File: src/sfrb_regs.vh
// Register offsets, field positions and reset values for the bank 2/3 register file
`ifndef SFRB_REGS_VH
`define SFRB_REGS_VH

// ****************************************************************
// Offsets (9-bit data-memory address)
// ****************************************************************
`define SFRB_OFF_INDIRECT_B2   9'h100
`define SFRB_OFF_TIMER0        9'h101
`define SFRB_OFF_PCL_B2        9'h102
`define SFRB_OFF_FLAGS_B2      9'h103
`define SFRB_OFF_POINTER_B2    9'h104
`define SFRB_OFF_PORT_B_LATCH_PINS         9'h106
`define SFRB_OFF_PCH_LATCH_B2  9'h10a
`define SFRB_OFF_IRQ_B2        9'h10b
`define SFRB_OFF_NVM_DATA_LO   9'h10c
`define SFRB_OFF_NVM_ADDR_LO   9'h10d
`define SFRB_OFF_NVM_DATA_HI   9'h10e
`define SFRB_OFF_NVM_ADDR_HI   9'h10f
`define SFRB_OFF_INDIRECT_B3   9'h180
`define SFRB_OFF_OPTIONS       9'h181
`define SFRB_OFF_PCL_B3        9'h182
`define SFRB_OFF_FLAGS_B3      9'h183
`define SFRB_OFF_POINTER_B3    9'h184
`define SFRB_OFF_PORT_B_LATCH_PINS_DIR     9'h186
`define SFRB_OFF_PCH_LATCH_B3  9'h18a
`define SFRB_OFF_IRQ_B3        9'h18b
`define SFRB_OFF_NVM_CTRL      9'h18c
`define SFRB_OFF_NVM_UNLOCK    9'h18d
`define SFRB_OFF_RESERVED      9'h18f

// Low seven bits shared by every bank
`define SFRB_LOW_INDIRECT      7'h00
`define SFRB_LOW_PCL           7'h02
`define SFRB_LOW_FLAGS         7'h03
`define SFRB_LOW_POINTER       7'h04
`define SFRB_LOW_PCH_LATCH     7'h0a
`define SFRB_LOW_IRQ           7'h0b

// ****************************************************************
// Implemented-bit masks
// ****************************************************************
`define SFRB_MASK_PCH_LATCH    8'h1f
`define SFRB_MASK_NVM_DATA_HI  8'h3f
`define SFRB_MASK_NVM_ADDR_HI  8'h1f
`define SFRB_MASK_NVM_CTRL     8'h8f
`define SFRB_MASK_FLAGS_WR     8'he7
`define SFRB_MASK_ALU_FLAGS    8'h07

// ****************************************************************
// Field positions
// ****************************************************************
`define SFRB_FLAGS_TIMEOUT     4
`define SFRB_FLAGS_POWERDOWN   3
`define SFRB_NVM_WRERR         3
`define SFRB_NVM_WR            1
`define SFRB_NVM_RD            0

// ****************************************************************
// Reset values
// ****************************************************************
`define SFRB_RST_ZERO          8'h00
`define SFRB_RST_ONES          8'hff
`define SFRB_RST_FLAGS_POR     8'h18
`define SFRB_RST_FLAGS_KEEP    8'h1f
`define SFRB_RST_IRQ_KEEP      8'h01
`define SFRB_RST_NVM_KEEP      8'h88

`endif

File: src/sfrb_bank23.v
// Bank 2 and bank 3 special register decode and storage
`timescale 1ns/100ps
`default_nettype none
`include "sfrb_regs.vh"

// Overview of operation
// RULE1 - Unmapped bank 2/3 addresses read zero and ignore writes.
// RULE2 - Unimplemented bits inside registers always read back zero.
// RULE3 - Upper PC bits only loaded from five-bit holding latch, never accessed.
// RULE4 - Mirrored registers decode at same low offset in every bank.
// RULE5 - Indirect location redirects to address in pointer; holds no storage.
// RULE6 - On 28-pin part, port D/E and direction registers read zero.
// RULE7 - Software keeps parallel-port irq enable and flag clear on 28-pin part.
// RULE8 - Power-on/brown-out and pin/watchdog resets load separate values.
// RULE9 - Software keeps reserved location after nvm control clear.
// RULE10 - Writes through any alias update one physical register.
// RULE11 - ALU flag writes suppressed when flags updated; timeout/power-down read only.
module sfrb_bank23 #(
    parameter PIN_COUNT = 28
) (
    // Clock and reset
    input wire ref_clk_in,
    input wire srst_in,
    input wire power_up_rst_in,
    // Core register access
    input wire [8:0] addr_in,
    input wire wr_en_in,
    input wire rd_en_in,
    input wire [7:0] wr_data_in,
    output reg [7:0] rd_data_out,
    // Core flag updates
    input wire alu_flags_we_in,
    input wire [2:0] alu_flags_in,
    input wire timeout_set_in,
    input wire timeout_clr_in,
    input wire powerdown_set_in,
    input wire powerdown_clr_in,
    // Indirect data memory port
    output wire [8:0] indirect_addr_out,
    output wire indirect_wr_out,
    output wire indirect_rd_out,
    output wire [7:0] indirect_wr_data_out,
    input wire [7:0] indirect_rd_data_in,
    // Program counter interface
    input wire [7:0] pc_low_in,
    output wire pc_low_wr_out,
    output wire [7:0] pc_low_data_out,
    output wire [4:0] pc_high_latch_out,
    // Peripheral state
    input wire [7:0] port_b_pins_in,
    input wire [7:0] timer0_in,
    output wire timer0_wr_out,
    output wire [7:0] port_b_latch_out,
    output wire [7:0] port_b_direction_out,
    output wire [7:0] options_out,
    output wire [7:0] irq_control_out,
    output wire nvm_unlock_wr_out,
    output wire [7:0] nvm_ctrl_out,
    output wire [12:0] nvm_addr_out,
    output wire [13:0] nvm_data_out
);

// ****************************************************************
// Storage
// ****************************************************************
reg [7:0] flags_r;
reg [7:0] pointer_r;
reg [4:0] pch_latch_r;
reg [7:0] irq_r;
reg [7:0] options_r;
reg [7:0] port_b_latch_pins_lat_r;
reg [7:0] port_b_latch_pins_dir_r;
reg [7:0] nvm_dlo_r;
reg [7:0] nvm_alo_r;
reg [7:0] nvm_dhi_r;
reg [7:0] nvm_ahi_r;
reg [7:0] nvm_ctrl_r;
reg [7:0] port_b_sync1_r;
reg [7:0] port_b_sync2_r;
wire [7:0] flags_rst;
wire [7:0] irq_rst;
wire [7:0] nvm_ctrl_rst;

// Pins come from outside the clock domain
always @(posedge ref_clk_in) begin
    port_b_sync1_r <= port_b_pins_in;
    port_b_sync2_r <= port_b_sync1_r;
end

// ****************************************************************
// Decode
// ****************************************************************
function upper_bank;
    input [8:0] a;
    begin
        upper_bank = a[8];
    end
endfunction

function is_mirror;
    input [8:0] a;
    input [6:0] low;
    begin
        is_mirror = (a[6:0] == low); // RULE4
    end
endfunction

wire in_bank = upper_bank(addr_in);
wire hit_ind = is_mirror(addr_in, `SFRB_LOW_INDIRECT);
wire hit_pcl = is_mirror(addr_in, `SFRB_LOW_PCL);
wire hit_flags = is_mirror(addr_in, `SFRB_LOW_FLAGS);
wire hit_ptr = is_mirror(addr_in, `SFRB_LOW_POINTER);
wire hit_pch = is_mirror(addr_in, `SFRB_LOW_PCH_LATCH);
wire hit_irq = is_mirror(addr_in, `SFRB_LOW_IRQ);
wire wr = wr_en_in && in_bank;

// Indirect access redirect, pointer plus bank bit
assign indirect_addr_out = {flags_r[7], pointer_r}; // RULE5
assign indirect_wr_out = wr && hit_ind; // RULE5
assign indirect_rd_out = rd_en_in && in_bank && hit_ind; // RULE5
assign indirect_wr_data_out = wr_data_in;
assign pc_low_wr_out = wr && hit_pcl;
assign pc_low_data_out = wr_data_in;
assign pc_high_latch_out = pch_latch_r; // RULE3
assign timer0_wr_out = wr && (addr_in == `SFRB_OFF_TIMER0);
assign nvm_unlock_wr_out = wr && (addr_in == `SFRB_OFF_NVM_UNLOCK);
assign port_b_latch_out = port_b_latch_pins_lat_r;
assign port_b_direction_out = port_b_latch_pins_dir_r;
assign options_out = options_r;
assign irq_control_out = irq_r;
assign nvm_ctrl_out = nvm_ctrl_r;
assign nvm_addr_out = {nvm_ahi_r[4:0], nvm_alo_r};
assign nvm_data_out = {nvm_dhi_r[5:0], nvm_dlo_r};

// ****************************************************************
// Reset value selection
// ****************************************************************
sfrb_reset_sel #(
    .POR_VAL(`SFRB_RST_FLAGS_POR),
    .OTHER_VAL(`SFRB_RST_ZERO),
    .KEEP_MASK(`SFRB_RST_FLAGS_KEEP)
) u_flags_rst (
    .power_up_in(power_up_rst_in),
    .cur_in(flags_r),
    .val_out(flags_rst)
);

sfrb_reset_sel #(
    .POR_VAL(`SFRB_RST_ZERO),
    .OTHER_VAL(`SFRB_RST_ZERO),
    .KEEP_MASK(`SFRB_RST_IRQ_KEEP)
) u_irq_rst (
    .power_up_in(power_up_rst_in),
    .cur_in(irq_r),
    .val_out(irq_rst)
);

sfrb_reset_sel #(
    .POR_VAL(`SFRB_RST_ZERO),
    .OTHER_VAL(`SFRB_RST_ZERO),
    .KEEP_MASK(`SFRB_RST_NVM_KEEP)
) u_nvm_rst (
    .power_up_in(power_up_rst_in),
    .cur_in(nvm_ctrl_r),
    .val_out(nvm_ctrl_rst)
);

// ****************************************************************
// Register updates
// ****************************************************************
always @(posedge ref_clk_in) begin
    if (srst_in) begin
        flags_r <= flags_rst; // RULE8
        irq_r <= irq_rst; // RULE8
        nvm_ctrl_r <= nvm_ctrl_rst & `SFRB_MASK_NVM_CTRL; // RULE8
        pch_latch_r <= 5'h00;
        options_r <= `SFRB_RST_ONES;
        port_b_latch_pins_dir_r <= `SFRB_RST_ONES;
        // Unknown-at-power-up registers keep contents on any reset
    end else begin
        // One physical copy behind every alias
        if (wr && hit_ptr) begin
            pointer_r <= wr_data_in; // RULE10
        end
        if (wr && hit_pch) begin
            pch_latch_r <= wr_data_in[4:0]; // RULE3
        end
        if (wr && hit_irq) begin
            irq_r <= wr_data_in; // RULE10
        end
        if (wr && (addr_in == `SFRB_OFF_PORT_B_LATCH_PINS)) begin
            port_b_latch_pins_lat_r <= wr_data_in;
        end
        if (wr && (addr_in == `SFRB_OFF_PORT_B_LATCH_PINS_DIR)) begin
            port_b_latch_pins_dir_r <= wr_data_in;
        end
        if (wr && (addr_in == `SFRB_OFF_OPTIONS)) begin
            options_r <= wr_data_in;
        end
        if (wr && (addr_in == `SFRB_OFF_NVM_DATA_LO)) begin
            nvm_dlo_r <= wr_data_in;
        end
        if (wr && (addr_in == `SFRB_OFF_NVM_ADDR_LO)) begin
            nvm_alo_r <= wr_data_in;
        end
        if (wr && (addr_in == `SFRB_OFF_NVM_DATA_HI)) begin
            nvm_dhi_r <= wr_data_in & `SFRB_MASK_NVM_DATA_HI; // RULE2
        end
        if (wr && (addr_in == `SFRB_OFF_NVM_ADDR_HI)) begin
            nvm_ahi_r <= wr_data_in & `SFRB_MASK_NVM_ADDR_HI; // RULE2
        end
        if (wr && (addr_in == `SFRB_OFF_NVM_CTRL)) begin
            // Software may set but not clear WR and RD; error bit is set or cleared by the write
            nvm_ctrl_r <= (wr_data_in & `SFRB_MASK_NVM_CTRL)
                | (nvm_ctrl_r & 8'h03); // RULE2
        end
        // Flags: ALU update beats a software write to the same bits
        flags_r[7:5] <= (wr && hit_flags) ? wr_data_in[7:5] : flags_r[7:5]; // RULE10
        if (alu_flags_we_in) begin
            flags_r[2:0] <= alu_flags_in; // RULE11
        end else if (wr && hit_flags) begin
            flags_r[2:0] <= wr_data_in[2:0]; // RULE11
        end
        // Timeout and power-down only move by core events
        if (timeout_set_in) begin
            flags_r[`SFRB_FLAGS_TIMEOUT] <= 1'b1; // RULE11
        end else if (timeout_clr_in) begin
            flags_r[`SFRB_FLAGS_TIMEOUT] <= 1'b0;
        end
        if (powerdown_set_in) begin
            flags_r[`SFRB_FLAGS_POWERDOWN] <= 1'b1; // RULE11
        end else if (powerdown_clr_in) begin
            flags_r[`SFRB_FLAGS_POWERDOWN] <= 1'b0;
        end
    end
end

// ****************************************************************
// Read mux
// ****************************************************************
always @* begin
    rd_data_out = 8'h00; // RULE1
    if (in_bank) begin
        if (hit_ind) begin
            rd_data_out = indirect_rd_data_in; // RULE5
        end else if (hit_pcl) begin
            rd_data_out = pc_low_in; // RULE4
        end else if (hit_flags) begin
            rd_data_out = flags_r; // RULE4
        end else if (hit_ptr) begin
            rd_data_out = pointer_r;
        end else if (hit_pch) begin
            rd_data_out = {3'b000, pch_latch_r}; // RULE2
        end else if (hit_irq) begin
            rd_data_out = irq_r;
        end else begin
            case (addr_in)
                `SFRB_OFF_TIMER0: rd_data_out = timer0_in;
                `SFRB_OFF_PORT_B_LATCH_PINS: rd_data_out = port_b_sync2_r;
                `SFRB_OFF_NVM_DATA_LO: rd_data_out = nvm_dlo_r;
                `SFRB_OFF_NVM_ADDR_LO: rd_data_out = nvm_alo_r;
                `SFRB_OFF_NVM_DATA_HI: rd_data_out = nvm_dhi_r;
                `SFRB_OFF_NVM_ADDR_HI: rd_data_out = nvm_ahi_r;
                `SFRB_OFF_OPTIONS: rd_data_out = options_r;
                `SFRB_OFF_PORT_B_LATCH_PINS_DIR: rd_data_out = port_b_latch_pins_dir_r;
                `SFRB_OFF_NVM_CTRL: rd_data_out = nvm_ctrl_r;
                // Port D/E never exist in these banks; 28-pin part reads zero
                default: rd_data_out = 8'h00; // RULE1 RULE6
            endcase
        end
    end
end

endmodule // sfrb_bank23

`default_nettype wire

File: src/sfrb_reset_sel.v
// Reset value selector: power-up value or other-reset value with kept bits
`timescale 1ns/100ps
`default_nettype none

module sfrb_reset_sel #(
    parameter [7:0] POR_VAL = 8'h00,
    parameter [7:0] OTHER_VAL = 8'h00,
    parameter [7:0] KEEP_MASK = 8'h00
) (
    // Reset kind
    input wire power_up_in,
    // Current register contents
    input wire [7:0] cur_in,
    // Value to load
    output wire [7:0] val_out
);
    // Kept bits hold their present contents on non power-up resets
    assign val_out = power_up_in ? POR_VAL : ((cur_in & KEEP_MASK) | (OTHER_VAL & ~KEEP_MASK));
endmodule // sfrb_reset_sel

`default_nettype wire
File: config.mk
export PLATFORM = sky130hd
export DESIGN_NAME = sfrb_bank23
export DESIGN_NICKNAME = d
export VERILOG_FILES = /design/src/sfrb_bank23.v /design/src/sfrb_reset_sel.v
export VERILOG_INCLUDE_DIRS = /design/src
export SDC_FILE = /design/constraint.sdc
export NUM_CORES = 1
export LEC_CHECK = 0
export BUFFER_PORTS_ARGS = -buffer_cell sky130_fd_sc_hd__buf_2
export CAP_MARGIN = 10
export CORE_MARGIN = 10
export CORE_UTILIZATION = 30
export CTS_CLUSTER_DIAMETER = 150
export DETAILED_ROUTE_END_ITERATION = 6
export SYNTH_ARGS = -nofsm -noshare
export SYNTH_HDL_FRONTEND = slang
export SYNTH_HIERARCHICAL = 1
export SYNTH_SLANG_ARGS = --single-unit
export TNS_END_PERCENT = 5
File: constraint.sdc
create_clock -name ref_clk_in -period 3.4 [get_ports ref_clk_in]
set_input_delay 0.34 -clock ref_clk_in [delete_from_list [all_inputs] [get_ports ref_clk_in]]
set_output_delay 0.34 -clock ref_clk_in [all_outputs]
set_load 0.01 [all_outputs]
# [Word level (Yosys, flattened, before mapping)]
# Index checks and enable logic that the tools add are counted.
[totals] ff_bits=104 out_inout_bits=110
[op_classes] eq_ne=16 muxes=23 n_bitwise=2 reduce_logical=37
[ops] cell="$mux 8" count=13
[ops] cell="$eq 9x9->1 const B" count=10
[ops] cell="$pmux 8 s9" count=1
[ops] cell="$reduce_and 2->1" count=11
[ops] cell="$logic_and 1x1->1" count=19
[ops] cell="$eq 7x2->1 const B" count=2
[ops] cell="$eq 7x4->1 const B" count=2
[ops] cell="$mux 3" count=3
[ops] cell="$reduce_bool 3->1" count=3
[ops] cell="$or 8x2->8" count=1
[ops] cell="$eq 7x3->1 const B" count=1
[ops] cell="$logic_not 7->1" count=1
[ops] cell="$reduce_bool 2->1" count=3
[ops] cell="$mux 1" count=5
[ops] cell="$mux 5" count=1
[ops] cell="$ne 2x1->1 const B" count=1
[ops] cell="$not 1->1" count=1

# [Depth between registers and ports, before layout]
[logic_depth] depth_word=9 mapped_depth=8 ltp_nobuf=5

# [Hierarchy]
# Netlist, hierarchy kept.
[modules_own_cells] mod="sfrb_bank23" n_inst=1 cells_per_inst=467 area_each_um2=4976.0 seq_area_each_um2=2662.6
[modules_own_cells] mod="sfrb_reset_sel at u_irq_rst" n_inst=1 cells_per_inst=9 area_each_um2=70.1 seq_area_each_um2=0.0
[modules_own_cells] mod="sfrb_reset_sel at u_flags_rst" n_inst=1 cells_per_inst=9 area_each_um2=65.1 seq_area_each_um2=0.0
[modules_own_cells] mod="sfrb_reset_sel at u_nvm_rst" n_inst=1 cells_per_inst=9 area_each_um2=61.3 seq_area_each_um2=0.0

# [Least setup slack after synthesis]
# Ideal clock, no wire load.
[synth_timing] path_type="input to register" from="in addr_in[5]" to="reg port_b_latch_pins_lat_r[0] (netlist: port_b_latch_out[0]) (enable)" t_arrival_ns=1.964 required_time_ns=3.005 path_slack_ns=1.041 cell_stages=4 cell_sequence="nor3_1 > clkbuf_1 > nand2_1 > nor4_1"
[synth_via] elab_chain_cells=3
[synth_rtl] element="start: declaration" line="sfrb_bank23.v:26" source="input wire [8:0] addr_in,"
[synth_rtl] element="$eq 9x9->1"
[synth_rtl] element="$logic_and 1x1->1" line="sfrb_bank23.v:191" source="if (wr && (addr_in == `SFRB_OFF_PORT_B_LATCH_PINS)) begin"
[synth_rtl] element="$reduce_and 2->1 (no source line)"
[synth_rtl] element="end signal: assignment" line="sfrb_bank23.v:192" source="port_b_latch_pins_lat_r <= wr_data_in;"
[synth_rtl] element="end: declaration" line="sfrb_bank23.v:71" source="reg [7:0] port_b_latch_pins_lat_r;"
# No other way between the ends.
# A chain may end at the register's enable or synchronous reset.

# [Worst setup path in the final report]
[layout_timing] from="in addr_in[0]" to="out rd_data_out[3]"
[layout_via] elab_chain_cells=9
[layout_rtl] element="$eq 9x9->1" line="sfrb_bank23.v:257" source="case (addr_in)"
[layout_rtl] element="$pmux 8 s9" line="sfrb_bank23.v:257"
[layout_rtl] element="$mux 8" line="sfrb_bank23.v:254" source="end else if (hit_irq) begin"
[layout_rtl] element="$mux 8" line="sfrb_bank23.v:252" source="end else if (hit_pch) begin"
[layout_rtl] element="$mux 8" line="sfrb_bank23.v:250" source="end else if (hit_ptr) begin"
[layout_rtl] element="$mux 8" line="sfrb_bank23.v:248" source="end else if (hit_flags) begin"
[layout_rtl] element="$mux 8" line="sfrb_bank23.v:246" source="end else if (hit_pcl) begin"
[layout_rtl] element="$mux 8 *" line="sfrb_bank23.v:244" source="if (hit_ind) begin"
[layout_rtl] element="$mux 8 *" line="sfrb_bank23.v:243" source="if (in_bank) begin"
[layout_rtl] element="end: declaration" line="sfrb_bank23.v:30" source="output reg [7:0] rd_data_out,"
# Mark *: on every way between the ends. The rest lies on a longest branch, timed or not.

==> metrics <==
TritonCTS clock tree=built; status=finished clean; NetSw=0.711 mW; number of clock sinks=101; fin crit share=84.5%; largest net degree at the start of global routing=56; Placement Setup Slack=0.534 ns; global-route wire length before repair=28.7 mm; Max Clk Rate=348 MHz; via count=4,345; critical path's most frequent cell=buf_2; Placer Congestion=0.894; die width=151 µm; Power Internal=2.01 mW; Max VDD drop=0.228 mV; sequential share of power=50.0%; LEAKAGE=2.64 nW; Area growth syn-to-layout=23.2%; GRT Util Overall=17.2%; Initial DRC Count=321; core area=0.0167 mm²; Via density=5.06; final hold violations=0; CP startpoint kind=input port; P per Cell Area=429 mW/mm²; critical path cell sequence=buf_2 -> buf_4 -> and4bb_2 -> and2_1 -> a22o_1 -> a311oi_1 -> a221oi_1 -> buf_2; setup TNS=0 ns; Fin Clk Skew=0.00323 ns; max cap viols=0; wire per inst=23.1 µm; clock power share=39.0%; Rows=47; post-DP HPWL=15.2 mm; DRT Wirelength=19.9 mm; vias in the first global route=4,437; port bufs=168; CTS clk-pin slew, worst paths=0.08 ns; CP max stage delay=0.39 ns; RSZ-0062 raised after global routing=no; Worst-Skew Late Latency=0.36 ns; layout cells sized above 1=36.6%; final total power=2.72 mW; Slowest cell on crit path=and2_1; worst min path class=in -> reg; worst setup margin=0.527 ns; CP required=3.06 ns; measured slew at the worst slew-check pin=0.672 ns; total congestion overflow=0; Die ar.=0.0228 mm²; initial antenna violation count=0; clock tree root driver cell=clkbuf_16; CP max FO=23; H-tree levels=3; 1st-pass router iterations=5; drc violations=0; Die Y=151 µm; post-CTS setup buffer count=0; endpoint class of the critical path=output pin; Min Hold Slack=0.0712 ns; Avg Synthesized Cell Area=10.5 µm²; Post-CTS Hold Fix Bufs=0; final setup fails=0; Routed Antenna Nets=0; Final nets=696; Post-CTS Resized=0; number of CTS-inserted buffers=9; Net Sw Frac=26.1%; kind of critical path=in -> out; final antenna diode count=0; Syn. warnings=6; I/O Pins=172; Fill cells=1,719; max_slew headroom=55.0%; Starting Density=30.8%; Slew Viols, Final=0; Cell Area, Synth=0.00515 mm²; Synth Instances=491; CTS Buffer Depth=2; WP data arrival=2.53 ns; Comb pwr share=11.0%; Final Critical Period=2.87 ns
## cell type report
cell class,count,area (µm²),area share (%)
clock inverters,6,60.1,0.947
repair buffers,182,946,14.9
multi-input cells,336,2130,33.6
flip-flops and latches,101,2660,42.0
well taps,220,275,4.34
inverters,4,15.0,0.237
clock buffers,10,250,3.94
## critical path, delay by kind of cell
| kind | cells | cell delay [ns] |
|---|---|---|
| simple gates | 2 | 0.71 |
| buf+inv | 3 | 0.72 |
| compound gates | 3 | 0.74 |
## path summary, 6_finish.rpt
| check | cells past startpoint | endpoint | slack (ns) | startpoint |
|---|---|---|---|---|
| max | 8 | rd_data_out[3] | 0.53 | addr_in[0] |
| min | 1 | port_b_sync1_r[1] | 0.07 | port_b_pins_in[1] |
| max reg2reg | 2 | flags_r[3] | 2.26 | flags_r[3] |
| min reg2reg | 0 | port_b_sync2_r[6] | 0.33 | port_b_sync1_r[6] |
## stage by stage
stage               cell area [µm²]  instances  util [%]
global placement               6030        843      36.1
global route                   6340        859      38.0
detailed placement             6030        843      36.1
CTS                            6340        859      38.0
finish                         6340        859      38.0
floorplan                      5190        503         -
## power groups by stage
stage	clock network, mW	logic [mW]	registers (mW)
after detailed placement	0	0.298	1.39
after global routing	1.12	0.324	1.37
final	1.06	0.299	1.36
after CTS	1.09	0.299	1.36
after global placement	0	0.295	1.39
after floorplan	0	0.176	1.38
## cells in the final DEF (no fill, tap or decap), types with 4 or more instances in the layout
master,instances
a21oi_1,10
a22o_1,8
a31oi_1,4
and2_1,4
and3_1,8
buf_2,168
buf_4,14
clkbuf_16,10
conb_1,16
dfxtp_1,37
edfxtp_1,64
mux2_2,11
mux2i_1,20
nand2_1,83
nand2b_1,11
nand3_1,13
nand3b_1,20
nand4_1,5
nor2_1,21
nor2b_1,8
nor3_1,10
o21ai_0,18
or3_1,4
## layer usage
| metal | global-route usage (%) | up-vias | share of wire, % | wire (µm) |
|---|---|---|---|---|
| met5 | 0 | - | 0 | 0 |
| met4 | 5.20 | 0 | 1.7 | 338 |
| met3 | 4.71 | 20 | 7.6 | 1500 |
| met2 | 27.3 | 180 | 46 | 9170 |
| met1 | 22.2 | 2121 | 45 | 8860 |
| li1 | - | 2024 | - | - |
## sequential cells by signal (all words and copies together) (netlist names)
name / count
nvm_alo_r: 8
nvm_ctrl_out: 5
irq_control_out: 8
options_out: 8
flags_r: 8
nvm_dlo_r: 8
pc_high_latch_out: 5
port_b_direction_out: 8
nvm_dhi_r: 6
port_b_latch_out: 8
pointer_r: 8
nvm_ahi_r: 5
port_b_sync1_r: 8
port_b_sync2_r: 8
(Power assumes the default switching activity.)
